[config.mk]
export PLATFORM = sky130hd
export DESIGN_NAME = quadrature_encoder_counter
export DESIGN_NICKNAME = d
export VERILOG_FILES = /design/src/hw/encoder_pkg.sv /design/src/hw/quad_step_decoder.sv /design/src/hw/position_counter_core.sv /design/src/hw/quadrature_encoder_counter.sv
export SDC_FILE = /design/constraint.sdc
export NUM_CORES = 2
export LEC_CHECK = 0
export ABC_AREA = 1
export BUFFER_PORTS_ARGS = -buffer_cell sky130_fd_sc_hd__buf_2
export CAP_MARGIN = 15
export CORE_UTILIZATION = 50
export CTS_BUF_LIST = sky130_fd_sc_hd__clkbuf_16
export DETAILED_ROUTE_END_ITERATION = 10
export PLACE_DENSITY = 0.74
export RECOVER_POWER = 100
export SYNTH_ARGS = -nofsm -noshare
export SYNTH_HDL_FRONTEND = slang
export SYNTH_HIERARCHICAL = 1
export SYNTH_SLANG_ARGS = --single-unit
[constraint.sdc]
create_clock -name mclk_i -period 6.3 [get_ports mclk_i]
set_input_delay 0.945 -clock mclk_i [delete_from_list [all_inputs] [get_ports mclk_i]]
set_output_delay 0.945 -clock mclk_i [all_outputs]
set_load 0.1 [all_outputs]
[src/hw/encoder_pkg.sv]
// Constants, field layouts and types for the quadrature encoder counter.
//
// Function
// - 24-bit counter steps up or down.
// - Mode 00: A clocks, B gives direction.
// - Mode 01: one count per four transitions.
// - Mode 10: one count per two transitions.
// - Mode 11: one count per transition.
// - Bits 17:16 select the counting mode.
// - Bit 19 swaps inputs A and B.
// - Counter counts only while bit 18 set.
// - Limit compare stops, clears or reloads counter.
// - Writing the capture register latches count.
// - Global write latches all four channels.
// - Separate compare value works in every mode.
// - Match trigger latches own or other channels.
// - Sticky flags clear by writing one.
// - Seven selectable channel trigger conditions.
// - Channel triggers ORed into combined trigger.
// - Combined trigger latches enabled channels.
// - Channel bases 0, 8, 16, 48.
// - Writing zero to reserved bits does nothing.
package encoder_pkg;

    // ==========================================================
    // Sizes
    localparam int CH_NUM = 4;
    localparam int CNT_W = 24;
    localparam int DATA_W = 32;
    localparam int ADDR_W = 6;
    localparam int EV_W = 7;
    localparam logic [CNT_W-1:0] CNT_MAX = 24'hFFFFFF;

    // ==========================================================
    // Register numbers
    localparam logic [ADDR_W-1:0] CH_BASE [CH_NUM] =
        '{6'h00, 6'h08, 6'h10, 6'h30};
    localparam logic [ADDR_W-1:0] OFS_LIMIT = 6'h00;
    localparam logic [ADDR_W-1:0] OFS_CAPTURE = 6'h01;
    localparam logic [ADDR_W-1:0] OFS_COMPARE = 6'h02;
    localparam logic [ADDR_W-1:0] OFS_SETUP = 6'h03;
    localparam logic [ADDR_W-1:0] OFS_FLAGS = 6'h04;
    localparam logic [ADDR_W-1:0] REG_GLOBAL = 6'h07;

    // ==========================================================
    // Channel setup fields
    localparam int SETUP_TRIG_LSB = 0;
    localparam int SETUP_QUAD_LSB = 14;
    localparam int SETUP_MODE_LSB = 16;
    localparam int SETUP_ENABLE_BIT = 18;
    localparam int SETUP_SWAP_BIT = 19;
    localparam int SETUP_OWN_LATCH_BIT = 22;
    localparam int SETUP_COMB_LATCH_BIT = 23;
    localparam logic [DATA_W-1:0] SETUP_MASK = 32'h00CFC07F;

    // ==========================================================
    // Event positions, shared by trigger enables and flags
    localparam int EV_FWD = 0;
    localparam int EV_BACK = 1;
    localparam int EV_ZERO = 2;
    localparam int EV_INDEX = 3;
    localparam int EV_MATCH = 4;
    localparam int EV_CARRY = 5;
    localparam int EV_BORROW = 6;
    localparam logic [EV_W-1:0] FLAG_STICKY_MASK = 7'h7C;
    localparam int FLAG_DIR_BIT = 7;
    localparam int FLAG_HALT_BIT = 8;

    // Global register: bits 3:0 clear the counters of channels 3..0.
    localparam int GLOBAL_CLEAR_LSB = 0;

    // ==========================================================
    // Reset values
    localparam logic [CNT_W-1:0] RST_LIMIT = 24'h000000;
    localparam logic [CNT_W-1:0] RST_COMPARE = 24'h000000;
    localparam logic [DATA_W-1:0] RST_SETUP = 32'h00000000;

    typedef enum logic [1:0] {
        QUAD_CLKDIR = 2'b00,
        QUAD_X1 = 2'b01,
        QUAD_X2 = 2'b10,
        QUAD_X4 = 2'b11
    } quad_e;

    typedef enum logic [1:0] {
        MODE_PLAIN = 2'b00,
        MODE_RANGE = 2'b01,
        MODE_NORECYCLE = 2'b10,
        MODE_MODULO = 2'b11
    } count_mode_e;

endpackage : encoder_pkg

[src/hw/quad_step_decoder.sv]
// Quadrature and clock/direction step decoder for one channel.
`timescale 1ns/1ps
module quad_step_decoder
    import encoder_pkg::*;
(
    input wire logic mclk_i, // System clock.
    input wire logic reset_i, // Synchronous reset, high.
    input wire logic ce_i, // Clock enable.
    input wire logic a_i, // Input A after swap.
    input wire logic b_i, // Input B after swap.
    input wire quad_e quad_i, // Decoding mode.
    output logic fwd_o, // Forward step pulse.
    output logic back_o // Backward step pulse.
);

    logic a_q, b_q, a_d, b_d;
    logic primed_q, primed_d;
    logic a_chg, b_chg, one_chg, dir_fwd;

    always_comb begin
        a_d = a_i;
        b_d = b_i;
        primed_d = 1'b1;
        a_chg = primed_q & (a_q ^ a_i);
        b_chg = primed_q & (b_q ^ b_i);
        one_chg = a_chg ^ b_chg;
        // Forward means A leads B: old A equals new B on a legal step.
        dir_fwd = ~(a_q ^ b_i);
        fwd_o = 1'b0;
        back_o = 1'b0;
        unique case (quad_i)
            QUAD_CLKDIR: begin
                fwd_o = a_chg & a_i & b_i;
                back_o = a_chg & a_i & ~b_i;
            end
            QUAD_X1: begin
                // Only the A edge with B low counts, one of four states.
                fwd_o = one_chg & a_chg & ~b_i & a_i;
                back_o = one_chg & a_chg & ~b_i & ~a_i;
            end
            QUAD_X2: begin
                fwd_o = one_chg & a_chg & dir_fwd;
                back_o = one_chg & a_chg & ~dir_fwd;
            end
            QUAD_X4: begin
                fwd_o = one_chg & dir_fwd;
                back_o = one_chg & ~dir_fwd;
            end
        endcase
    end

    always_ff @(posedge mclk_i) begin
        if (reset_i) begin
            a_q <= 1'b0;
            b_q <= 1'b0;
            primed_q <= 1'b0;
        end else if (ce_i) begin
            a_q <= a_d;
            b_q <= b_d;
            primed_q <= primed_d;
        end
    end

endmodule : quad_step_decoder

[src/hw/position_counter_core.sv]
// 24-bit position counter with limit modes and event outputs.
`timescale 1ns/1ps
module position_counter_core
    import encoder_pkg::*;
(
    input wire logic mclk_i, // System clock.
    input wire logic reset_i, // Synchronous reset, high.
    input wire logic ce_i, // Clock enable.
    input wire logic enable_i, // Counting enabled.
    input wire count_mode_e mode_i, // Counting mode.
    input wire logic [CNT_W-1:0] limit_i, // Upper limit.
    input wire logic [CNT_W-1:0] compare_i, // Match value.
    input wire logic fwd_i, // Forward step pulse.
    input wire logic back_i, // Backward step pulse.
    input wire logic index_i, // Index input level.
    input wire logic clear_i, // Clear count and halt.
    output logic [CNT_W-1:0] count_o, // Current count.
    output logic [EV_W-1:0] events_o, // One-cycle event pulses.
    output logic dir_o, // Last direction, 1 forward.
    output logic halted_o // Non-recycle halt state.
);

    logic [CNT_W-1:0] count_q, count_d;
    logic halted_q, halted_d, dir_q, dir_d, idx_q, idx_d;
    logic up, dn, carry, borrow, step;

    always_comb begin
        up = enable_i & fwd_i & ~halted_q;
        dn = enable_i & back_i & ~halted_q;
        count_d = count_q;
        halted_d = halted_q;
        dir_d = up ? 1'b1 : (dn ? 1'b0 : dir_q);
        idx_d = index_i;
        carry = 1'b0;
        borrow = 1'b0;
        if (up) begin
            count_d = CNT_W'(count_q + 1'b1);
            unique case (mode_i)
                MODE_PLAIN: carry = (count_q == CNT_MAX);
                MODE_RANGE: begin
                    carry = (count_q >= limit_i);
                    if (carry) count_d = count_q;
                end
                MODE_NORECYCLE, MODE_MODULO: begin
                    carry = (count_q >= limit_i);
                    if (carry) count_d = '0;
                end
            endcase
        end else if (dn) begin
            count_d = CNT_W'(count_q - 1'b1);
            borrow = (count_q == '0);
            if (borrow) begin
                unique case (mode_i)
                    MODE_PLAIN: count_d = CNT_MAX;
                    MODE_RANGE: count_d = count_q;
                    MODE_NORECYCLE, MODE_MODULO: count_d = limit_i;
                endcase
            end
        end
        if (mode_i == MODE_NORECYCLE && (carry || borrow)) begin
            halted_d = 1'b1;
        end
        step = (up | dn) & (count_d != count_q);
        events_o = '0;
        events_o[EV_FWD] = up;
        events_o[EV_BACK] = dn;
        events_o[EV_ZERO] = step & (count_d == '0);
        events_o[EV_INDEX] = index_i & ~idx_q;
        events_o[EV_MATCH] = step & (count_d == compare_i);
        events_o[EV_CARRY] = carry;
        events_o[EV_BORROW] = borrow;
        if (clear_i) begin
            count_d = '0;
            halted_d = 1'b0;
        end
    end

    assign count_o = count_q;
    assign dir_o = dir_q;
    assign halted_o = halted_q;

    always_ff @(posedge mclk_i) begin
        if (reset_i) begin
            count_q <= '0;
            halted_q <= 1'b0;
            dir_q <= 1'b1;
            idx_q <= 1'b0;
        end else if (ce_i) begin
            count_q <= count_d;
            halted_q <= halted_d;
            dir_q <= dir_d;
            idx_q <= idx_d;
        end
    end

endmodule : position_counter_core

[src/hw/quadrature_encoder_counter.sv]
// Four-channel encoder counter with registers, latches and triggers.
`timescale 1ns/1ps
module quadrature_encoder_counter
    import encoder_pkg::*;
(
    input wire logic mclk_i, // System clock, 25 MHz.
    input wire logic reset_i, // Synchronous reset, high.
    input wire logic ce_i, // Clock enable, freezes all state.
    input wire logic [CH_NUM-1:0] enc_a_i, // Encoder A inputs.
    input wire logic [CH_NUM-1:0] enc_b_i, // Encoder B inputs.
    input wire logic [CH_NUM-1:0] enc_idx_i, // Encoder index inputs.
    input wire logic [ADDR_W-1:0] reg_addr_i, // Register number.
    input wire logic reg_wr_i, // Write strobe.
    input wire logic reg_rd_i, // Read strobe.
    input wire logic [DATA_W-1:0] reg_wdata_i, // Write data.
    output logic [DATA_W-1:0] reg_rdata_o, // Read data, registered.
    output logic [CH_NUM-1:0] chan_trig_o, // Per-channel trigger.
    output logic trig_combined_o // Combined trigger.
);

    // ==========================================================
    // Address decoding

    // One bit per channel whose register at the given offset is addressed.
    function automatic logic [CH_NUM-1:0] chan_hit(
        input logic [ADDR_W-1:0] addr,
        input logic [ADDR_W-1:0] ofs
    );
        logic [CH_NUM-1:0] hit;
        hit = '0;
        for (int c = 0; c < CH_NUM; c++) begin
            hit[c] = (addr == ADDR_W'(CH_BASE[c] + ofs));
        end
        return hit;
    endfunction : chan_hit

    logic [CH_NUM-1:0] wr_limit, wr_capture, wr_compare;
    logic [CH_NUM-1:0] wr_setup, wr_flags;
    logic wr_global;

    always_comb begin
        wr_limit = reg_wr_i ? chan_hit(reg_addr_i, OFS_LIMIT) : '0;
        wr_capture = reg_wr_i ? chan_hit(reg_addr_i, OFS_CAPTURE) : '0;
        wr_compare = reg_wr_i ? chan_hit(reg_addr_i, OFS_COMPARE) : '0;
        wr_setup = reg_wr_i ? chan_hit(reg_addr_i, OFS_SETUP) : '0;
        wr_flags = reg_wr_i ? chan_hit(reg_addr_i, OFS_FLAGS) : '0;
        wr_global = reg_wr_i & (reg_addr_i == REG_GLOBAL);
    end

    // ==========================================================
    // Per-channel state, gathered for the read mux

    logic [CNT_W-1:0] rd_limit [CH_NUM];
    logic [CNT_W-1:0] rd_capture [CH_NUM];
    logic [CNT_W-1:0] rd_compare [CH_NUM];
    logic [DATA_W-1:0] rd_setup [CH_NUM];
    logic [DATA_W-1:0] rd_flags [CH_NUM];

    // The combined trigger is combinational so that every channel with bit 23 set latches
    // in the same cycle as the event that caused it.
    assign trig_combined_o = |chan_trig_o;

    for (genvar g = 0; g < CH_NUM; g++) begin : gen_ch
        logic [CNT_W-1:0] limit_q, limit_d;
        logic [CNT_W-1:0] compare_q, compare_d;
        logic [CNT_W-1:0] capture_q, capture_d;
        logic [DATA_W-1:0] setup_q, setup_d;
        logic [EV_W-1:0] flags_q, flags_d;
        logic [CNT_W-1:0] count;
        logic [EV_W-1:0] events;
        logic dir, halted, fwd, back, a_in, b_in, clear, grab;

        // Swapping A and B reverses the decoded direction in the quadrature modes; in mode 00 it makes B the clock.
        assign a_in = setup_q[SETUP_SWAP_BIT] ? enc_b_i[g] : enc_a_i[g];
        assign b_in = setup_q[SETUP_SWAP_BIT] ? enc_a_i[g] : enc_b_i[g];

        quad_step_decoder u_dec (
            .mclk_i(mclk_i),
            .reset_i(reset_i),
            .ce_i(ce_i),
            .a_i(a_in),
            .b_i(b_in),
            .quad_i(quad_e'(setup_q[SETUP_QUAD_LSB +: 2])),
            .fwd_o(fwd),
            .back_o(back)
        );

        assign clear = wr_global & reg_wdata_i[GLOBAL_CLEAR_LSB + g];

        position_counter_core u_core (
            .mclk_i(mclk_i),
            .reset_i(reset_i),
            .ce_i(ce_i),
            .enable_i(setup_q[SETUP_ENABLE_BIT]),
            .mode_i(count_mode_e'(setup_q[SETUP_MODE_LSB +: 2])),
            .limit_i(limit_q),
            .compare_i(compare_q),
            .fwd_i(fwd),
            .back_i(back),
            .index_i(enc_idx_i[g]),
            .clear_i(clear),
            .count_o(count),
            .events_o(events),
            .dir_o(dir),
            .halted_o(halted)
        );

        // Selected conditions leave the channel as its trigger.
        assign chan_trig_o[g] =
            |(events & setup_q[SETUP_TRIG_LSB +: EV_W]);

        // Any of the four capture sources loads the latch.
        assign grab = wr_capture[g]
            | wr_global
            | (chan_trig_o[g] & setup_q[SETUP_OWN_LATCH_BIT])
            | (trig_combined_o & setup_q[SETUP_COMB_LATCH_BIT]);

        always_comb begin
            limit_d = wr_limit[g] ? reg_wdata_i[CNT_W-1:0] : limit_q;
            compare_d = wr_compare[g] ? reg_wdata_i[CNT_W-1:0] : compare_q;
            capture_d = grab ? count : capture_q;
            // Bits outside the mask are reserved and never change.
            setup_d = wr_setup[g] ? (reg_wdata_i & SETUP_MASK)
                                  : setup_q;
            // A new event wins over a clear in the same cycle.
            flags_d = flags_q;
            if (wr_flags[g]) begin
                flags_d = flags_q & ~(reg_wdata_i[EV_W-1:0]);
            end
            flags_d = (flags_d | events) & FLAG_STICKY_MASK;
        end

        always_ff @(posedge mclk_i) begin
            if (reset_i) begin
                limit_q <= RST_LIMIT;
                compare_q <= RST_COMPARE;
                capture_q <= '0;
                setup_q <= RST_SETUP;
                flags_q <= '0;
            end else if (ce_i) begin
                limit_q <= limit_d;
                compare_q <= compare_d;
                capture_q <= capture_d;
                setup_q <= setup_d;
                flags_q <= flags_d;
            end
        end

        assign rd_limit[g] = limit_q;
        assign rd_capture[g] = capture_q;
        assign rd_compare[g] = compare_q;
        assign rd_setup[g] = setup_q;
        always_comb begin
            rd_flags[g] = '0;
            rd_flags[g][EV_W-1:0] = flags_q;
            rd_flags[g][FLAG_DIR_BIT] = dir;
            rd_flags[g][FLAG_HALT_BIT] = halted;
        end
    end

    // ==========================================================
    // Read path

    logic [DATA_W-1:0] rdata_q, rdata_d, rsel;
    logic [CH_NUM-1:0] h_lim, h_cap, h_cmp, h_set, h_flg;

    // Reads never disturb the latch; a capture needs a write or a trigger.
    always_comb begin
        h_lim = chan_hit(reg_addr_i, OFS_LIMIT);
        h_cap = chan_hit(reg_addr_i, OFS_CAPTURE);
        h_cmp = chan_hit(reg_addr_i, OFS_COMPARE);
        h_set = chan_hit(reg_addr_i, OFS_SETUP);
        h_flg = chan_hit(reg_addr_i, OFS_FLAGS);
        rsel = '0;
        for (int c = 0; c < CH_NUM; c++) begin
            if (h_lim[c]) rsel = {8'h00, rd_limit[c]};
            if (h_cap[c]) rsel = {8'h00, rd_capture[c]};
            if (h_cmp[c]) rsel = {8'h00, rd_compare[c]};
            if (h_set[c]) rsel = rd_setup[c];
            if (h_flg[c]) rsel = rd_flags[c];
        end
        rdata_d = reg_rd_i ? rsel : rdata_q;
    end

    assign reg_rdata_o = rdata_q;

    always_ff @(posedge mclk_i) begin
        if (reset_i) begin
            rdata_q <= '0;
        end else if (ce_i) begin
            rdata_q <= rdata_d;
        end
    end

endmodule : quadrature_encoder_counter

Word-level counts from Yosys, hierarchy flattened
Cells that the tools add are included.
- add/sub/neg operators: 8
- order comparisons: 4
- equality and inequality tests: 56
- mux-type cells: 109
- bitwise logic cells: 162
- reductions and logical operators: 71
- operators with widths (cell ; number):
    2-to-1 mux 32 bit ; 19
    2-to-1 mux 24 bit ; 25
    case mux 24 bit (3 select lines) ; 4
    logical NOT 24 bit ; 8
    case mux 24 bit (2 select lines) ; 4
    AND 1 bit ; 97
    adder 24 x 1 -> 24 bit, second input constant ; 4
    equality test 24 bit ; 4
    equality test 24 bit, second input constant ; 4
    >= comparator 24 bit ; 4
    inequality test 24 bit ; 4
    subtractor 24 x 1 -> 24 bit, second input constant ; 4
    AND 7 bit ; 8
    AND reduction 2 bit ; 25
    2-to-1 mux 1 bit ; 36
    equality test 2 bit, second input constant ; 16
    case mux 1 bit (4 select lines) ; 8
    equality test 6 x 4 -> 1 bit, second input constant ; 5
    equality test 6 x 5 -> 1 bit, second input constant ; 5
    equality test 6 bit, second input constant ; 5
    2-to-1 mux 7 bit ; 4
    bitwise OR 7 bit ; 4
    OR reduction 28 bit ; 1
    OR reduction 7 bit ; 4
    17 further kinds ; 108
- bits in registers: 517
- input bits: 55
- output and inout port bits: 37

Longest topological paths before layout
- depth in word-level cells: 21
- mapped depth: 41

Modules after synthesis
The synthesis kept the hierarchy.
- modules (own cells, without submodules) (module ; times used ; cells each ; area each (um^2) ; sequential area each (um^2)):
    quadrature_encoder_counter ; 1 ; 2429 ; 17021.3 ; 7847.5
    position_counter_core at gen_ch[2].u_core ... ; 2 ; 978 ; 5576.6 ; 540.5
    position_counter_core at gen_ch[0].u_core ; 1 ; 995 ; 5539.1 ; 540.5
    position_counter_core at gen_ch[1].u_core ; 1 ; 978 ; 5292.6 ; 540.5
    quad_step_decoder ; 4 ; 42 ; 245.2 ; 60.1

Worst setup path after synthesis
OpenSTA, ideal clock, no wires.
- path type: input port to output port
- start point: input enc_b_i[0]
- end point: output trig_combined_o
- data arrival time: 5.646 ns
- data required time: 5.355 ns
- path slack: -0.291 ns
- stages: 28
- path buffers: 0
- cells stage by stage: inv_1 > o21ai_0 > xor2_1 > nand2_1 > ha_1 > inv_1 > nand3_1 > nand2_1 > nand3_1 > nand3_1 > nand3_2 > nor2_2 > inv_2 > nor3_1 > nor2_2 > nand3_1 > nand2_1 > nor2_1 > nand2_1 > nor2_2 > nand2_1 > nor2_2 > nor2_1 > a22o_1 > a21oi_1 > nand2_1 > nor3_2 > nand4_2
- word-level cells in the longest chain between the ends: 17
- elaborated cells on any way between the ends: 42
- ends and longest elaborated chain (what ; line ; RTL):
    start, declared ; quadrature_encoder_counter.sv:10 ; input wire logic [CH_NUM-1:0] enc_b_i,
    2-to-1 mux 1 bit * ; quadrature_encoder_counter.sv:75 ; assign b_in = setup_q[SETUP_SWAP_BIT] ? enc_a_i[g] : enc_b_i[g];
    named net gen_ch[0].b_in ; quadrature_encoder_counter.sv:71 ; logic dir, halted, fwd, back, a_in, b_in, clear, grab;
    XOR 1 bit ; quad_step_decoder.sv:25 ; b_chg = primed_q & (b_q ^ b_i);
    AND 1 bit ; quad_step_decoder.sv:25 ;
    XOR 1 bit ; quad_step_decoder.sv:26 ; one_chg = a_chg ^ b_chg;
    AND 1 bit ; quad_step_decoder.sv:39, quad_step_decoder.sv:43 ;
    AND 1 bit (2 in a row) ; quad_step_decoder.sv:39 ; back_o = one_chg & a_chg & ~b_i & ~a_i;
    case mux 1 bit (4 select lines) * ; quad_step_decoder.sv:31 ; unique case (quad_i)
    named net gen_ch[0].back ; quadrature_encoder_counter.sv:71 ;
    [... 2 more ...] ; n/a ;
    2-to-1 mux 24 bit ; position_counter_core.sv:49 ; end else if (dn) begin
    2-to-1 mux 24 bit ; position_counter_core.sv:36 ; if (up) begin
    inequality test 24 bit ; position_counter_core.sv:63 ; step = (up | dn) & (count_d != count_q);
    AND 1 bit ; position_counter_core.sv:63 ;
    AND 1 bit * ; position_counter_core.sv:69 ; events_o[EV_MATCH] = step & (count_d == compare_i);
    named net gen_ch[0].events[4] ; quadrature_encoder_counter.sv:70 ; logic [EV_W-1:0] events;
    AND 7 bit * ; quadrature_encoder_counter.sv:110 ; |(events & setup_q[SETUP_TRIG_LSB +: EV_W]);
    OR reduction 28 bit * ; quadrature_encoder_counter.sv:61 ; assign trig_combined_o = |chan_trig_o;
    end, declared ; quadrature_encoder_counter.sv:18 ; output logic trig_combined_o
Mark *: on every way through the listed nets, which the timed path passes. The rest lies on a longest branch.

==> summary.md <==
| Metric | Value |
|---|---|
| Layout cells sized above 1 | 11.8% |
| Hold Worst Slack | 0.461 ns |
| DIE AREA | 0.0811 sq mm |
| Critical Path Most Common Cell | clkbuf_1 |
| Hold Fails Final Rpt | 0 |
| Hold-fix buffers, CTS | 0 |
| FF-to-FF Start | gen_ch[1].limit_q[23] |
| Synth area leader | dfxtp_1 |
| Critical Path End | gen_ch[2].u_core/count_o[19] |
| Clock sink count | 512 |
| Final nets | 6710 |
| Placeable Area | 0.0790 sq mm |
| Initial antenna violation count | 8 |
| Tightest Hold Check Type | flop to flop |
| Pre-antenna DRT Iters | 6 |
| Gp weighted congestion | 1.04 |
| Syn_area_per_cell | 6.13 sq um |
| Worst slack at placement | 0.0545 ns |
| P&R area growth vs syn | 9.39% |
| Pin count of the biggest net entering global routing | 127 |
| Final setup skew | 0.0417 ns |
| Routed vias/inst | 5.99 |
| Die W | 285 microns |
| Maximum fanout along the worst path | 41 |
| Max Slew Vio Count | 291 |
| Overflow after GRT | 0 |
| Rows | 103 |
| Sequential area share after synthesis | 25.6% |
| Tot GR Track Use | 41.0% |
| CP endpoint kind | flop |
| TritonCTS buffer count | 59 |
| Number of DRC markers in iteration 0 | 5779 |
| Final WL | 173000 microns |
| Vias in the first global route | 40722 |
| Worst path cell trace | clkbuf_1 > clkbuf_1 > clkinv_1 > clkbuf_1 > nor2_1 > clkbuf_1 > nand3_1 > a21oi_1 |
| WS Path Type | primary input to flop |
| Post-layout min period | 6.08 ns |
| Max VDD drop | 0.276 mV |
| Via count | 45765 |
| Crit path from | ce_i |
| CP arrival | 6.66 ns |
| Main synth FF type | dfxtp_1 |
| Peak Freq | 0.164 GHz |
| Post-DRT Antenna Nets | 0 |
| Leak | 19.4 nW |
| Most frequent cell after synthesis | nand2_1 |
| Clk Tree Root Cell | clkbuf_16 |
| Commonest cells in the synthesized netlist | nand2_1 (1766), nor2_1 (934), a21oi_1 (609), dfxtp_1 (512), inv_1 (451) |
| # IOs | 92 |
| Clk buf depth | 3 |
| TNS Setup | 0 ns |
| Max Cap Viol | 9 |
| CP Launch Type | primary input |
| Min-Delay Path Depth | 2 |
| Post-synth EDFFs | 0 |
| Syn. warnings | 6 |
| P per Cell Area | 167 mW/mm^2 |
| Slowest stage delay, CP | 1.97 ns |
| Netlist Area Pre-Place | 0.0400 sq mm |
| Period Utilization, post-route | 96.6% |
| Wire length of the first global-routing pass | 256000 microns |
| DPL Wire Length | 128000 microns |
| Drt wl/cell | 22.6 microns |
| Initial Util | 50.6% |
| Worst Reg-to-Reg Cells | 36 |
| Yosys cell types | 63 |
| Synth area leaders | dfxtp_1 (26%), nand2_1 (17%), nor2_1 (8.8%), a21oi_1 (7.6%), nand3_1 (4.8%) |
| Reg2reg setup slack | 0.42 ns |
| Reg2Reg Capture Point | gen_ch[0].capture_q[21] |
| Residual DRC | 0 |
| Status | finished, violations left |
| Fraction of registers with async set/reset | 0% |
| Clk Latency, worst-skew pair | 0.66 ns |
| Final setup fails | 0 |
| Total power | 0.00731 W |
| Slowest CP cell | clkbuf_1 |
| Syn Inst Count | 6526 |
| Final core utilization | 55.4% |
| Max-slew headroom | -125% |
| Worst-path clk slew | 0.06 ns |
| Worst Path Required | 6.87 ns |
| Chip Height | 285 microns |
| Worst slew pin tran | 3.37 ns |
| Failing checks | max-capacitance violations, max-slew violations |
| Synthesized flop and latch total | 512 |
| H-tree levels | 2 |
| Final WS setup | 0.216 ns |
| Share of Yosys cell area claimed by the top area cell type | 25.6% |
| # fillers | 8131 |
| CTS tree | yes |
| # port buffers | 75 |
## layout by cell type, fill, tap and decap left out, drive strengths merged, types with 16 or more instances in the layout
cell type     n
dfxtp       512
a21oi       617
a22oi        86
nand4       118
clkbuf      110
nor3         84
o211ai       40
or2          16
inv         538
buf         272
nor2       1027
nand3b       92
nand2      1839
clkinv       31
nand3       414
o21ai       431
ha          116
xor2        135
o22ai        34
## worst min path at each step
| stage | start | end | slack, ns |
|---|---|---|---|
| floorplan | gen_ch[2].capture_q[22] | gen_ch[2].capture_q[22] | 0.43 |
| global placement | gen_ch[2].capture_q[4] | gen_ch[2].capture_q[4] | 0.44 |
| detailed placement | gen_ch[3].capture_q[22] | gen_ch[3].capture_q[22] | 0.45 |
| CTS | gen_ch[3].capture_q[22] | gen_ch[3].capture_q[22] | 0.46 |
| global route | gen_ch[2].capture_q[22] | gen_ch[2].capture_q[22] | 0.47 |
| finish | gen_ch[3].capture_q[22] | gen_ch[3].capture_q[22] | 0.46 |
## area by class of cell
class                           instances  area, sq um  area share [%]
Multi-Input combinational cell       5113        25900            59.2
Sequential cell                       512        10300            23.5
Timing Repair Buffer                  321         2320            5.31
Inverter                              532         2030            4.63
Clock buffer                           61         1530            3.49
Tap cell                             1050         1310            3.00
Clock inverter                         46          380           0.870
Antenna cell                            4         10.0          0.0229
## registers in the layout, summed over array words and instances, names as in the netlist, 20 cells and up
register	flops
gen_ch.compare_q	96
reg_rdata_o	24
gen_ch.limit_q	96
gen_ch.capture_q	96
gen_ch.u_core/count_o	96
gen_ch.setup_q	60
gen_ch.flags_q	20
## cell families after synthesis
group / share of synthesized area, %
xor+xnor: 3.15
compound gates: 17.6
buf+inv: 10.2
flops: 25.6
other cells: 0.00938
simple gates: 39.8
fa+ha+maj: 3.63
## worst max-delay path, delay by kind of cell
family / cells / cell delay, ns
buffers and inverters: 5 / 4.90
AND/OR/NAND/NOR: 2 / 0.52
AO/OA/AOI/OAI: 1 / 0.21
## routing by layer
layer  vias up  global-route usage [%]  share of wire (%)
met5         -                       0              0.021
met4         6                    21.3                6.1
met3       550                    7.73                 12
met2      2808                    62.9                 43
met1     21068                    54.6                 39
li1      21333                       -                  -
## through the flow
step,cell area [sq um],std cells
global route,43700,7636
detailed placement,41600,7519
finish,43700,7639
floorplan,40000,6533
CTS,43500,7626
global placement,41600,7519
## where the power goes
part | switching (W) | leakage, nW | internal (W)
clock | 0.00152 | 0.981 | 0.00199
combinational | 0.000415 | 14.3 | 0.000105
sequential | 0.0000189 | 4.13 | 0.00326
## repair_timing
item / CTS / global route
setup endpoints to repair: 2 / 5
buffers inserted: 0 / 7
resized for setup: 5 / 86
pin swaps: 0 / 16
Power figures use the tool's default switching activity.
